[src/design/csrf_defs.vh]
// Constants shared by the CPU special register file
`ifndef CSRF_DEFS_VH
`define CSRF_DEFS_VH
// Register numbers
`define CSRF_REG_PC 4'h0
`define CSRF_REG_SP 4'h1
`define CSRF_REG_SW 4'h2
`define CSRF_REG_CG 4'h3
// Operation sizes
`define CSRF_SZ_BYTE 2'h0
`define CSRF_SZ_WORD 2'h1
`define CSRF_SZ_ADDR 2'h2
// Source mode field encodings
`define CSRF_AS_REG 2'h0
`define CSRF_AS_IDX 2'h1
`define CSRF_AS_IND 2'h2
`define CSRF_AS_INC 2'h3
// Status word bit positions
`define CSRF_SW_C 0
`define CSRF_SW_Z 1
`define CSRF_SW_N 2
`define CSRF_SW_GIE 3
`define CSRF_SW_CORE_HALT 4
`define CSRF_SW_XSTOP 5
`define CSRF_SW_CGLO 6
`define CSRF_SW_CGHI 7
`define CSRF_SW_V 8
// Constant generator values
`define CSRF_K_ZERO 20'h00000
`define CSRF_K_ONE 20'h00001
`define CSRF_K_TWO 20'h00002
`define CSRF_K_FOUR 20'h00004
`define CSRF_K_EIGHT 20'h00008
`define CSRF_K_BONES 20'h000FF
`define CSRF_K_WONES 20'h0FFFF
`define CSRF_K_AONES 20'hFFFFF
// Stack adjustment for returns
`define CSRF_RET_LONG 20'h00004
`define CSRF_RET_SHORT 20'h00002
// Reset values
`define CSRF_RST_SP 20'h00000
`define CSRF_RST_SW 16'h0000
`define CSRF_RST_GP 20'h00000
`endif

[src/design/csrf_flags.v]
// Arithmetic flag generator for the status word
`include "csrf_defs.vh"
module csrf_flags (
	input wire [19:0] i_src,
	input wire [19:0] i_dst,
	input wire [19:0] i_res,
	input wire i_carry,
	input wire [1:0] i_size,
	input wire i_is_add,
	input wire i_is_sub,
	output reg o_neg,
	output reg o_zero,
	output wire o_carry,
	output reg o_ovf
);
	reg s_src;
	reg s_dst;
	reg s_res;

	// Sign bits and zero test at the operation size
	always @* begin
		case (i_size)
			`CSRF_SZ_BYTE: begin
				s_src = i_src[7];
				s_dst = i_dst[7];
				s_res = i_res[7];
				o_zero = (i_res[7:0] == 8'h00);
			end
			`CSRF_SZ_WORD: begin
				s_src = i_src[15];
				s_dst = i_dst[15];
				s_res = i_res[15];
				o_zero = (i_res[15:0] == 16'h0000);
			end
			default: begin
				s_src = i_src[19];
				s_dst = i_dst[19];
				s_res = i_res[19];
				o_zero = (i_res == 20'h00000);
			end
		endcase
		o_neg = s_res;
		if (i_is_add) begin
			o_ovf = (s_src == s_dst) && (s_res != s_dst);
		end else if (i_is_sub) begin
			o_ovf = (s_src != s_dst) && (s_res != s_dst);
		end else begin
			o_ovf = 1'b0;
		end
	end

	assign o_carry = i_carry;
endmodule

[src/design/csrf_top.v]
// CPU special and working register file with status word
`include "csrf_defs.vh"
module csrf_top #(
	parameter NUM_GP = 12
) (
	input wire i_mclk,
	input wire i_srst,
	input wire i_ce,
	input wire [3:0] i_rd_sel,
	input wire [1:0] i_rd_mode,
	input wire [1:0] i_rd_size,
	output reg [19:0] o_rd_data,
	output reg o_rd_is_const,
	input wire i_wr_en,
	input wire [3:0] i_wr_sel,
	input wire [1:0] i_wr_size,
	input wire i_wr_sxt,
	input wire [19:0] i_wr_data,
	input wire i_sp_push,
	input wire [19:0] i_sp_push_amt,
	input wire i_sp_pop,
	input wire [19:0] i_sp_pop_amt,
	input wire i_ret_long,
	input wire i_ret_short,
	input wire i_flag_en,
	input wire [3:0] i_flag_mask,
	input wire [19:0] i_op_src,
	input wire [19:0] i_op_dst,
	input wire [19:0] i_op_res,
	input wire i_op_carry,
	input wire i_op_is_add,
	input wire i_op_is_sub,
	input wire i_xtal_in_use,
	input wire i_mirq_req,
	output reg [19:0] o_stack_pointer,
	output reg [15:0] o_status_word,
	output wire o_clock_gen_ctl_hi,
	output wire o_clock_gen_ctl_lo,
	output wire o_low_freq_xtal_off,
	output wire o_core_halt,
	output wire o_mirq_accept
);
	// ************************************
	// Storage
	// ************************************
	reg [19:0] sp_q;
	reg [19:0] sp_d;
	reg [15:0] sw_q;
	reg [15:0] sw_d;
	reg [19:0] gp_q [0:NUM_GP-1];
	wire [19:0] wr_val;
	wire f_neg;
	wire f_zero;
	wire f_carry;
	wire f_ovf;
	integer k;

	// Shape write data by size
	function [19:0] size_fill;
		input [19:0] val;
		input [1:0] size;
		input sign_extend_byte;
		begin
			if (sign_extend_byte) begin
				size_fill = {{12{val[7]}}, val[7:0]};
			end else begin
				case (size)
					`CSRF_SZ_BYTE: size_fill = {12'h000, val[7:0]};
					`CSRF_SZ_WORD: size_fill = {4'h0, val[15:0]};
					default: size_fill = val;
				endcase
			end
		end
	endfunction

	assign wr_val = size_fill(i_wr_data, i_wr_size, i_wr_sxt);

	// ************************************
	// Flag generation
	// ************************************
	csrf_flags u_flags (
		.i_src(i_op_src),
		.i_dst(i_op_dst),
		.i_res(i_op_res),
		.i_carry(i_op_carry),
		.i_size(i_rd_size),
		.i_is_add(i_op_is_add),
		.i_is_sub(i_op_is_sub),
		.o_neg(f_neg),
		.o_zero(f_zero),
		.o_carry(f_carry),
		.o_ovf(f_ovf)
	);

	// ************************************
	// Stack pointer next value
	// ************************************
	always @* begin
		sp_d = sp_q;
		if (i_wr_en && i_wr_sel == `CSRF_REG_SP) begin
			sp_d = wr_val;
		end else if (i_sp_push) begin
			sp_d = sp_q - i_sp_push_amt;
		end else if (i_ret_long) begin
			sp_d = sp_q + `CSRF_RET_LONG;
		end else if (i_ret_short) begin
			sp_d = sp_q + `CSRF_RET_SHORT;
		end else if (i_sp_pop) begin
			sp_d = sp_q + i_sp_pop_amt;
		end
		sp_d[0] = 1'b0;
	end

	// ************************************
	// Status word next value
	// ************************************
	always @* begin
		sw_d = sw_q;
		if (i_flag_en) begin
			if (i_flag_mask[0]) begin
				sw_d[`CSRF_SW_C] = f_carry;
			end
			if (i_flag_mask[1]) begin
				sw_d[`CSRF_SW_Z] = f_zero;
			end
			if (i_flag_mask[2]) begin
				sw_d[`CSRF_SW_N] = f_neg;
			end
			if (i_flag_mask[3]) begin
				sw_d[`CSRF_SW_V] = f_ovf;
			end
		end
		// explicit write wins, low 16 bits only
		if (i_wr_en && i_wr_sel == `CSRF_REG_SW) begin
			sw_d = wr_val[15:0];
		end
	end

	// ************************************
	// Register update
	// ************************************
	always @(posedge i_mclk) begin
		if (i_srst) begin
			sp_q <= `CSRF_RST_SP;
			sw_q <= `CSRF_RST_SW;
			for (k = 0; k < NUM_GP; k = k + 1) begin
				gp_q[k] <= `CSRF_RST_GP;
			end
		end else if (i_ce) begin
			sp_q <= sp_d;
			sw_q <= sw_d;
			for (k = 0; k < NUM_GP; k = k + 1) begin
				if (i_wr_en && i_wr_sel == k[3:0] + 4'h4) begin
					gp_q[k] <= wr_val;
				end
			end
		end
	end

	// ************************************
	// Source read and constant generator
	// ************************************
	always @(posedge i_mclk) begin
		if (i_srst) begin
			o_rd_data <= 20'h00000;
			o_rd_is_const <= 1'b0;
		end else if (i_ce) begin
			o_rd_is_const <= 1'b0;
			case (i_rd_sel)
				`CSRF_REG_PC: begin
					o_rd_data <= 20'h00000;
				end
				`CSRF_REG_SP: begin
					o_rd_data <= sp_q;
				end
				`CSRF_REG_SW: begin
					case (i_rd_mode)
						`CSRF_AS_REG: o_rd_data <= {4'h0, sw_q};
						`CSRF_AS_IDX: o_rd_data <= `CSRF_K_ZERO;
						`CSRF_AS_IND: o_rd_data <= `CSRF_K_FOUR;
						default: o_rd_data <= `CSRF_K_EIGHT;
					endcase
					o_rd_is_const <= (i_rd_mode != `CSRF_AS_REG);
				end
				`CSRF_REG_CG: begin
					case (i_rd_mode)
						`CSRF_AS_REG: o_rd_data <= `CSRF_K_ZERO;
						`CSRF_AS_IDX: o_rd_data <= `CSRF_K_ONE;
						`CSRF_AS_IND: o_rd_data <= `CSRF_K_TWO;
						default: begin
							case (i_rd_size)
								`CSRF_SZ_BYTE: o_rd_data <= `CSRF_K_BONES;
								`CSRF_SZ_WORD: o_rd_data <= `CSRF_K_WONES;
								default: o_rd_data <= `CSRF_K_AONES;
							endcase
						end
					endcase
					o_rd_is_const <= 1'b1;
				end
				default: begin
					o_rd_data <= gp_q[i_rd_sel - 4'h4];
				end
			endcase
		end
	end

	// ************************************
	// Exported state and controls
	// ************************************
	always @(posedge i_mclk) begin
		if (i_srst) begin
			o_stack_pointer <= `CSRF_RST_SP;
			o_status_word <= `CSRF_RST_SW;
		end else if (i_ce) begin
			o_stack_pointer <= sp_d;
			o_status_word <= sw_d;
		end
	end

	assign o_clock_gen_ctl_hi = sw_q[`CSRF_SW_CGHI];
	assign o_clock_gen_ctl_lo = sw_q[`CSRF_SW_CGLO];
	assign o_low_freq_xtal_off = sw_q[`CSRF_SW_XSTOP] & ~i_xtal_in_use;
	assign o_core_halt = sw_q[`CSRF_SW_CORE_HALT];
	assign o_mirq_accept = i_mirq_req & sw_q[`CSRF_SW_GIE];
endmodule

[config.mk]
export PLATFORM = sky130hd
export DESIGN_NAME = csrf_top
export DESIGN_NICKNAME = d
export VERILOG_FILES = /design/src/design/csrf_flags.v /design/src/design/csrf_top.v
export VERILOG_INCLUDE_DIRS = /design/src /design/src/design
export SDC_FILE = /design/constraint.sdc
export NUM_CORES = 1
export LEC_CHECK = 0
export ABC_AREA = 1
export CORE_MARGIN = 3
export CORE_UTILIZATION = 30
export DETAILED_ROUTE_END_ITERATION = 10
export DONT_BUFFER_PORTS = 1
export GPL_ROUTABILITY_DRIVEN = 1
export GPL_TIMING_DRIVEN = 0
export SETUP_SLACK_MARGIN = 0.4
export SLEW_MARGIN = 20
export SYNTH_ARGS = -nofsm -noshare
export SYNTH_HDL_FRONTEND = slang
export SYNTH_SLANG_ARGS = --single-unit
export TNS_END_PERCENT = 20
[constraint.sdc]
create_clock -name i_mclk -period 2.82 [get_ports i_mclk]
set_clock_uncertainty 0.15 [all_clocks]
set_input_delay 0 -clock i_mclk [delete_from_list [all_inputs] [get_ports i_mclk]]
set_output_delay 0 -clock i_mclk [all_outputs]
set_load 0.02 [all_outputs]
==> results of run 1 <==
## critical path, delay by kind of cell
family	cells	cell delay, ns
AOI/OAI and AO/OA	1	0.25
buffers and inverters	4	2.29
## power by group through the flow
stage	registers [mW]	clock network, mW	logic, mW
floorplan	5.23	0	1.08
global placement	5.33	0	1.65
detailed placement	5.34	0	1.69
CTS	5.25	4.31	1.83
global route	5.28	4.48	2.16
finish	5.25	4.31	1.99
## through the flow
| step | setup WS [ns] | utilization |
|---|---|---|
| floorplan | 0.372 | - |
| global placement | -1.11 | 0.321 |
| detailed placement | -0.408 | 0.324 |
| CTS | 0.291 | 0.363 |
| global route | 0.242 | 0.373 |
| finish | 0.338 | 0.373 |
## worst max-delay path by stage
stage / startpoint / end / depth (start not counted)
2_1_floorplan: i_ce / gp_q[11][0]$_DFFE_PP_ / 5
3_3_place_gp: i_ce / gp_q[10][3]$_DFFE_PP_ / 5
3_5_place_dp: sp_q[1]$_SDFFE_PP0P_ / sp_q[10]$_SDFFE_PP0P_ / 14
4_1_cts: i_rd_sel[2] / o_rd_data[13]$_SDFFE_PP0P_ / 12
5_1_grt: sp_q[1]$_SDFFE_PP0P_ / sp_q[13]$_SDFFE_PP0P_ / 16
6_report: i_srst / gp_q[10][14]$_DFFE_PP_ / 5
## layout make-up
cell class,count,area [µm²],area share
inverter,192,727,0.0360
clock inverter,20,131,0.00651
clock buffer,40,947,0.0470
timing repair buffer,105,1010,0.0503
buffer,93,404,0.0200
multi-input combinational,1409,7680,0.381
tap,696,871,0.0432
sequential,296,8390,0.416
## flip-flops by register name, indices dropped and copies added (netlist names)
name           count
sp_q              19
o_rd_is_const      1
o_rd_data         20
gp_q             240
o_status_word     16
## routing by layer
layer,GRT usage,vias up,wire length (µm)
li1,-,7145,-
met1,0.313,7626,28900
met2,0.361,849,30600
met3,0.0502,146,6680
met4,0.0891,0,2810
met5,0,-,0
## layout by cell type, fill, tap and decap left out, types with 26 or more instances in the layout
| master | count |
|---|---|
| nor2_1 | 355 |
| a21oi_1 | 147 |
| nand3_1 | 78 |
| dfxtp_1 | 38 |
| clkbuf_1 | 65 |
| edfxtp_1 | 240 |
| nand2_1 | 339 |
| clkbuf_16 | 37 |
| buf_2 | 26 |
| o21ai_0 | 131 |
| inv_1 | 158 |
| dlygate4sd3_1 | 82 |
## kinds of logic (layout without fill, tap and decap cells)
group / after synthesis / after routing / synth area share
AOI/OAI and AO/OA: 481 / 481 / 0.170
xor gates and xnor gates: 10 / 10 / 0.00530
adders and majority gates: 42 / 42 / 0.0327
buffers and inverters: 285 / 450 / 0.0680
DFF: 296 / 296 / 0.504
other: 1 / 1 / 0.000227
and+or+nand+nor: 875 / 875 / 0.220
## repair_timing
| item | CTS | global route |
|---|---|---|
| buffers inserted | 8 | 11 |
| endpoints found under the setup margin | 63 | 162 |
| hold buffers | 81 | 1 |
| hold endpoints to repair | 246 | 1 |
| resized for setup | 68 | 94 |
| pin swaps | 9 | 24 |
==> results.sh, run 1 <==
export IMPL_regToRegStartpoint="sp_q[1]$_SDFFE_PP0P_"
export IMPL_routed_via_density=5.53
export IMPL_nets=2326
export IMPL_post_route_drc_count=0
export IMPL_synthTopCellsByArea="edfxtp_1, nand2_1, nor2_1, dfxtp_1, a21oi_1"
export IMPL_max_freq_mhz=403
export IMPL_areaGrowthSynthToFinish_pct=22.1
export IMPL_ys_top_cells_by_count="nand2_1, nor2_1, edfxtp_1"
export IMPL_regToRegSetupSlack_ns=0.36
export IMPL_grt_util_all_layers=0.231
export IMPL_p_comb_frac=0.172
export IMPL_path_clk_slew_ns=0.06
export IMPL_p_int_mw=8.12
export IMPL_crit_fanout=10
export IMPL_crit_type="primary input to flop"
export IMPL_n_antenna_cell=0
export IMPL_hold_path_depth=7
export IMPL_die_y_um=241
export IMPL_yosys_area_top_type="edfxtp_1"
export IMPL_synth_seq_cells=296
export IMPL_gp_congestion=0.976
export IMPL_power_frac_seq=0.455
export IMPL_synthArstFlopShare=0
export IMPL_clockPowerShare=0.373
export IMPL_drtPass1Iterations=7
export IMPL_relSlewSlack=0.275
export IMPL_antenna_found_initial=1
export IMPL_placed_cell_area_um2=17500
export IMPL_cp_common_cell="dlygate4sd3_1"
export IMPL_arrival_ns=2.56
export IMPL_rsz0062_at_grt="yes"
export IMPL_io_pins=215
export IMPL_crit_slowest_cell="dlygate4sd3_1"
export IMPL_p_sw_frac=0.297
export IMPL_dp_cells=2690
export IMPL_finalInstanceArea_um2=20200
export IMPL_grt_ovfl_total=0
export IMPL_coreArea_um2=54100
export IMPL_netSwitchingPower_mw=3.43
export IMPL_finalWirelength_mm=69.0
export IMPL_whs_endpoint="sp_q[16]$_SDFFE_PP0P_"
export IMPL_port_buffers=0
export IMPL_die_w_um=241
export IMPL_powerDensity_nw_per_um2=573
export IMPL_wl_per_cell_um=24.2
export IMPL_seq_area_frac_synth=0.504
export IMPL_reg2reg_depth=16
export IMPL_finalCritPeriodShare=0.880
export IMPL_peakVddDrop_v=0.000312
export IMPL_slew_viol_final=0
export IMPL_min_from="i_sp_push_amt[16]"
export IMPL_avgSynthCellArea_um2=8.30
export IMPL_yosys_area_top_type_share=0.436
export IMPL_worst_pin_slew_ns=1.09
export IMPL_synthFlopType="edfxtp_1"
export IMPL_cts_buffer_depth=3
export IMPL_synth_edff_count=240
export IMPL_setup_tns_ns=0
export IMPL_num_rows=85
export IMPL_ctsHtreeMaxLevel=2
export IMPL_final_antenna_net_count=0
export IMPL_setup_violations_final=0
export IMPL_final_cells=2851
export IMPL_maxCapViolCount=0
export IMPL_cp_end_kind="flop"
export IMPL_cts_buffers=34
export IMPL_critPathLaunchType="primary input"
export IMPL_grt_pass1_wl_mm=98.9
export IMPL_grt_max_degree=21
export IMPL_num_vias=15800
export IMPL_syn_inst=1990
export IMPL_min_period_ns=2.48
export IMPL_worstReg2RegEnd="sp_q[13]$_SDFFE_PP0P_"
export IMPL_cts_tree="built"
export IMPL_drive_gt1_frac=0.126
export IMPL_hp_class="primary input to flop"
export IMPL_initial_core_util=0.305
export IMPL_status="finished, final reports clean"
export IMPL_yosysWarnings=0
export IMPL_n_fill_cell=5446
export IMPL_die_area_um2=57900
export IMPL_clock_root_buffer="clkbuf_16"
export IMPL_clkSinkCount=296
export IMPL_drtIter0Drc=1747
export IMPL_grt_pass1_vias=15300
export IMPL_synth_fp_nets=2185
export IMPL_dp_hpwl_mm=50.3
export IMPL_critPathMaxStageDelay_ns=0.71
export IMPL_worst_ep_required_time_ns=2.89
export IMPL_whs_ns=0.00852
export IMPL_worstSkewPairLatency_ns=0.51
export IMPL_netlist_area_um2=16500
export IMPL_power_leakage_nw=7.48
export IMPL_synth_cell_types=52
export IMPL_hold_viol_final=0
export IMPL_power_mw=11.5
export IMPL_crit_path_cell_trace="dlygate4sd3_1 -> clkinv_1 -> clkbuf_1 -> o21ai_4 -> dlygate4sd3_1"
(Power assumes the default switching activity.)
==> run 2: changes to the inputs <==
--- a/config.mk
+++ b/config.mk
@@ -6,7 +6,6 @@
 export SDC_FILE = /design/constraint.sdc
 export NUM_CORES = 1
 export LEC_CHECK = 0
-export ABC_AREA = 1
 export CORE_MARGIN = 3
 export CORE_UTILIZATION = 30
 export DETAILED_ROUTE_END_ITERATION = 10
==> results.sh, run 2 <==
export IMPL_critPathLaunchType="flop"
export IMPL_relSlewSlack=0.341
export IMPL_max_freq_mhz=352
export IMPL_routed_via_density=5.59
export IMPL_cts_buffer_depth=3
export IMPL_arrival_ns=3.12
export IMPL_setup_tns_ns=-0.0226
export IMPL_clockPowerShare=0.380
export IMPL_grt_ovfl_total=0
export IMPL_drive_gt1_frac=0.164
export IMPL_io_pins=215
export IMPL_yosys_area_top_type="edfxtp_1"
export IMPL_status="finished, violations left"
export IMPL_crit_fanout=7
export IMPL_synth_fp_nets=1714
export IMPL_port_buffers=0
export IMPL_worstSkewPairLatency_ns=0.55
export IMPL_power_frac_seq=0.450
export IMPL_power_leakage_nw=6.81
export IMPL_die_y_um=238
export IMPL_synthTopCellsByArea="edfxtp_1, mux4_2, dfxtp_1, nor2_1, a21oi_1"
export IMPL_multi_input_area_um2=7470
export IMPL_violations="negative hold slack, negative setup slack"
export IMPL_synthFlopType="edfxtp_1"
export IMPL_ctsHtreeMaxLevel=2
export IMPL_synth_most_common_cell="nor2_1"
export IMPL_preCtsSetupSlack_ns=-0.377
export IMPL_post_route_drc_count=0
export IMPL_antenna_found_initial=2
export IMPL_p_comb_frac=0.170
export IMPL_fin_ws_ns=-0.0226
export IMPL_yosys_area_top_type_share=0.447
export IMPL_num_rows=84
export IMPL_power_mw=11.6
export IMPL_clock_root_buffer="clkbuf_16"
export IMPL_regMostFlops="gp_q"
export IMPL_grt_max_degree=21
export IMPL_largest_reg_flops=240
export IMPL_clkSinkCount=296
export IMPL_cts_buffers=34
export IMPL_slew_viol_final=0
export IMPL_gp_congestion=0.911
export IMPL_maxCapViolCount=0
export IMPL_drtIter0Drc=1305
export IMPL_grt_util_all_layers=0.202
export IMPL_synth_edff_count=240
export IMPL_finalCritPeriodShare=1.01
export IMPL_cts_tree="built"
export IMPL_num_vias=13100
export IMPL_synthArstFlopShare=0
export IMPL_path_clk_slew_ns=0.06
export IMPL_p_sw_frac=0.283
export IMPL_p_int_mw=8.33
export IMPL_seq_area_um2=8360
export IMPL_hold_viol_final=1
export IMPL_nets=1822
export IMPL_avgSynthCellArea_um2=10.6
export IMPL_synth_cell_types=76
export IMPL_synth_seq_cells=296
export IMPL_min_period_ns=2.84
export IMPL_setup_violations_final=1
export IMPL_rsz0062_at_grt="yes"
export IMPL_n_fill_cell=5231
export IMPL_yosysWarnings=0
export IMPL_wl_per_cell_um=25.5
export IMPL_die_w_um=238
export IMPL_cp_end_kind="flop"
export IMPL_finalInstanceArea_um2=19300
export IMPL_die_area_um2=56600
export IMPL_drtPass1Iterations=5
export IMPL_syn_inst=1519
export IMPL_initial_core_util=0.305
export IMPL_netSwitchingPower_mw=3.29
export IMPL_seq_area_frac_synth=0.516
export IMPL_areaGrowthSynthToFinish_pct=19.4
export IMPL_netlist_area_um2=16100
export IMPL_hp_class="primary input to flop"
export IMPL_coreArea_um2=52900
export IMPL_grt_pass1_wl_mm=84.1
export IMPL_final_cell_mix="nor2_1, edfxtp_1, nand2_1, a21oi_1, clkbuf_1"
export IMPL_reg_top3="gp_q x240, o_rd_data x20, sp_q x19"
export IMPL_final_common_cell="nor2_1"
export IMPL_worst_pin_slew_ns=0.988
export IMPL_finalWirelength_mm=59.6
export IMPL_powerDensity_nw_per_um2=604
export IMPL_ys_top_cells_by_count="nor2_1, edfxtp_1, nand2_1"
export IMPL_final_antenna_net_count=0
export IMPL_placed_cell_area_um2=17000
export IMPL_peakVddDrop_v=0.000302
export IMPL_grt_pass1_vias=12800
export IMPL_dp_hpwl_mm=43.4
export IMPL_whs_ns=-0.0133
export IMPL_crit_type="flop to flop"
export IMPL_worst_ep_required_time_ns=3.10
[run 2: worst paths after layout]
check                                  start                    endpoint  slack, ns  cells after the start
setup reg to reg        sp_q[1]$_SDFFE_PP0P_       sp_q[11]$_SDFFE_PP0P_      -0.02                     10
hold / removal              i_sp_pop_amt[16]       sp_q[17]$_SDFFE_PP0P_      -0.01                      6
hold reg to reg   o_rd_data[15]$_SDFFE_PP0P_  o_rd_data[15]$_SDFFE_PP0P_       0.44                      2
setup / recovery        sp_q[1]$_SDFFE_PP0P_       sp_q[11]$_SDFFE_PP0P_      -0.02                     10
[run 2: critical path, stage by stage, from the launching register on]
cell	delay, ns
dfxtp_4	0.42
ha_4	0.19
fa_2	0.38
a211oi_2	0.27
o211ai_1	0.18
and2_4	0.22
a21boi_2	0.18
xnor2_2	0.10
a211oi_2	0.26
a21oi_2	0.08
a211o_1	0.30
[run 2: metrics by stage]
step | instances | util
6_report | 2338 | 0.364
5_1_grt | 2337 | 0.364
4_1_cts | 2326 | 0.357
3_5_place_dp | 2207 | 0.322
3_3_place_gp | 2207 | 0.322
2_1_floorplan | 1519 | -
[run 2: layout make-up]
class,count,area share
Buffer,124,0.0293
Timing Repair Buffer,72,0.0367
Inverter,51,0.00994
Antenna cell,1,0.000130
Tap cell,688,0.0447
Sequential cell,296,0.434
Multi-Input combinational cell,1048,0.388
Clock buffer,43,0.0470
Clock inverter,15,0.0102
[run 2: routing by layer]
metal / routed length [µm] / track usage
met3: 5290 / 0.0435
met2: 29400 / 0.352
met5: 27 / 0
met4: 2220 / 0.0721
met1: 22700 / 0.248
[run 2: repair_timing]
item / in CTS / in global routing
gates cloned: 0 / 0
buffers inserted: 3 / 7
hold buffers: 58 / 3
setup endpoints to repair: 17 / 182
hold endpoints to repair: 189 / 23
resized for setup: 44 / 51
pin swaps: 28 / 38
[run 2: cell families (layout without fill, tap and decap cells)]
logic type / count (synthesis) / count (layout) / synth area share
muxes: 72 / 72 / 0.0913
xor gates and xnor gates: 47 / 47 / 0.0255
DFF: 296 / 296 / 0.516
other: 1 / 2 / 0.000233
buffers and inverters: 175 / 305 / 0.0466
and+or+nand+nor: 562 / 562 / 0.151
adders and majority gates: 42 / 42 / 0.0335
AOI/OAI and AO/OA: 324 / 324 / 0.135
[run 2: power by group through the flow]
stage	sequential (mW)	clock (mW)	combinational, mW
6_report	5.23	4.42	1.97
5_1_grt	5.25	4.67	2.10
4_1_cts	5.24	4.48	1.83
3_5_place_dp	5.33	0	1.68
3_3_place_gp	5.31	0	1.67
2_1_floorplan	5.23	0	1.18
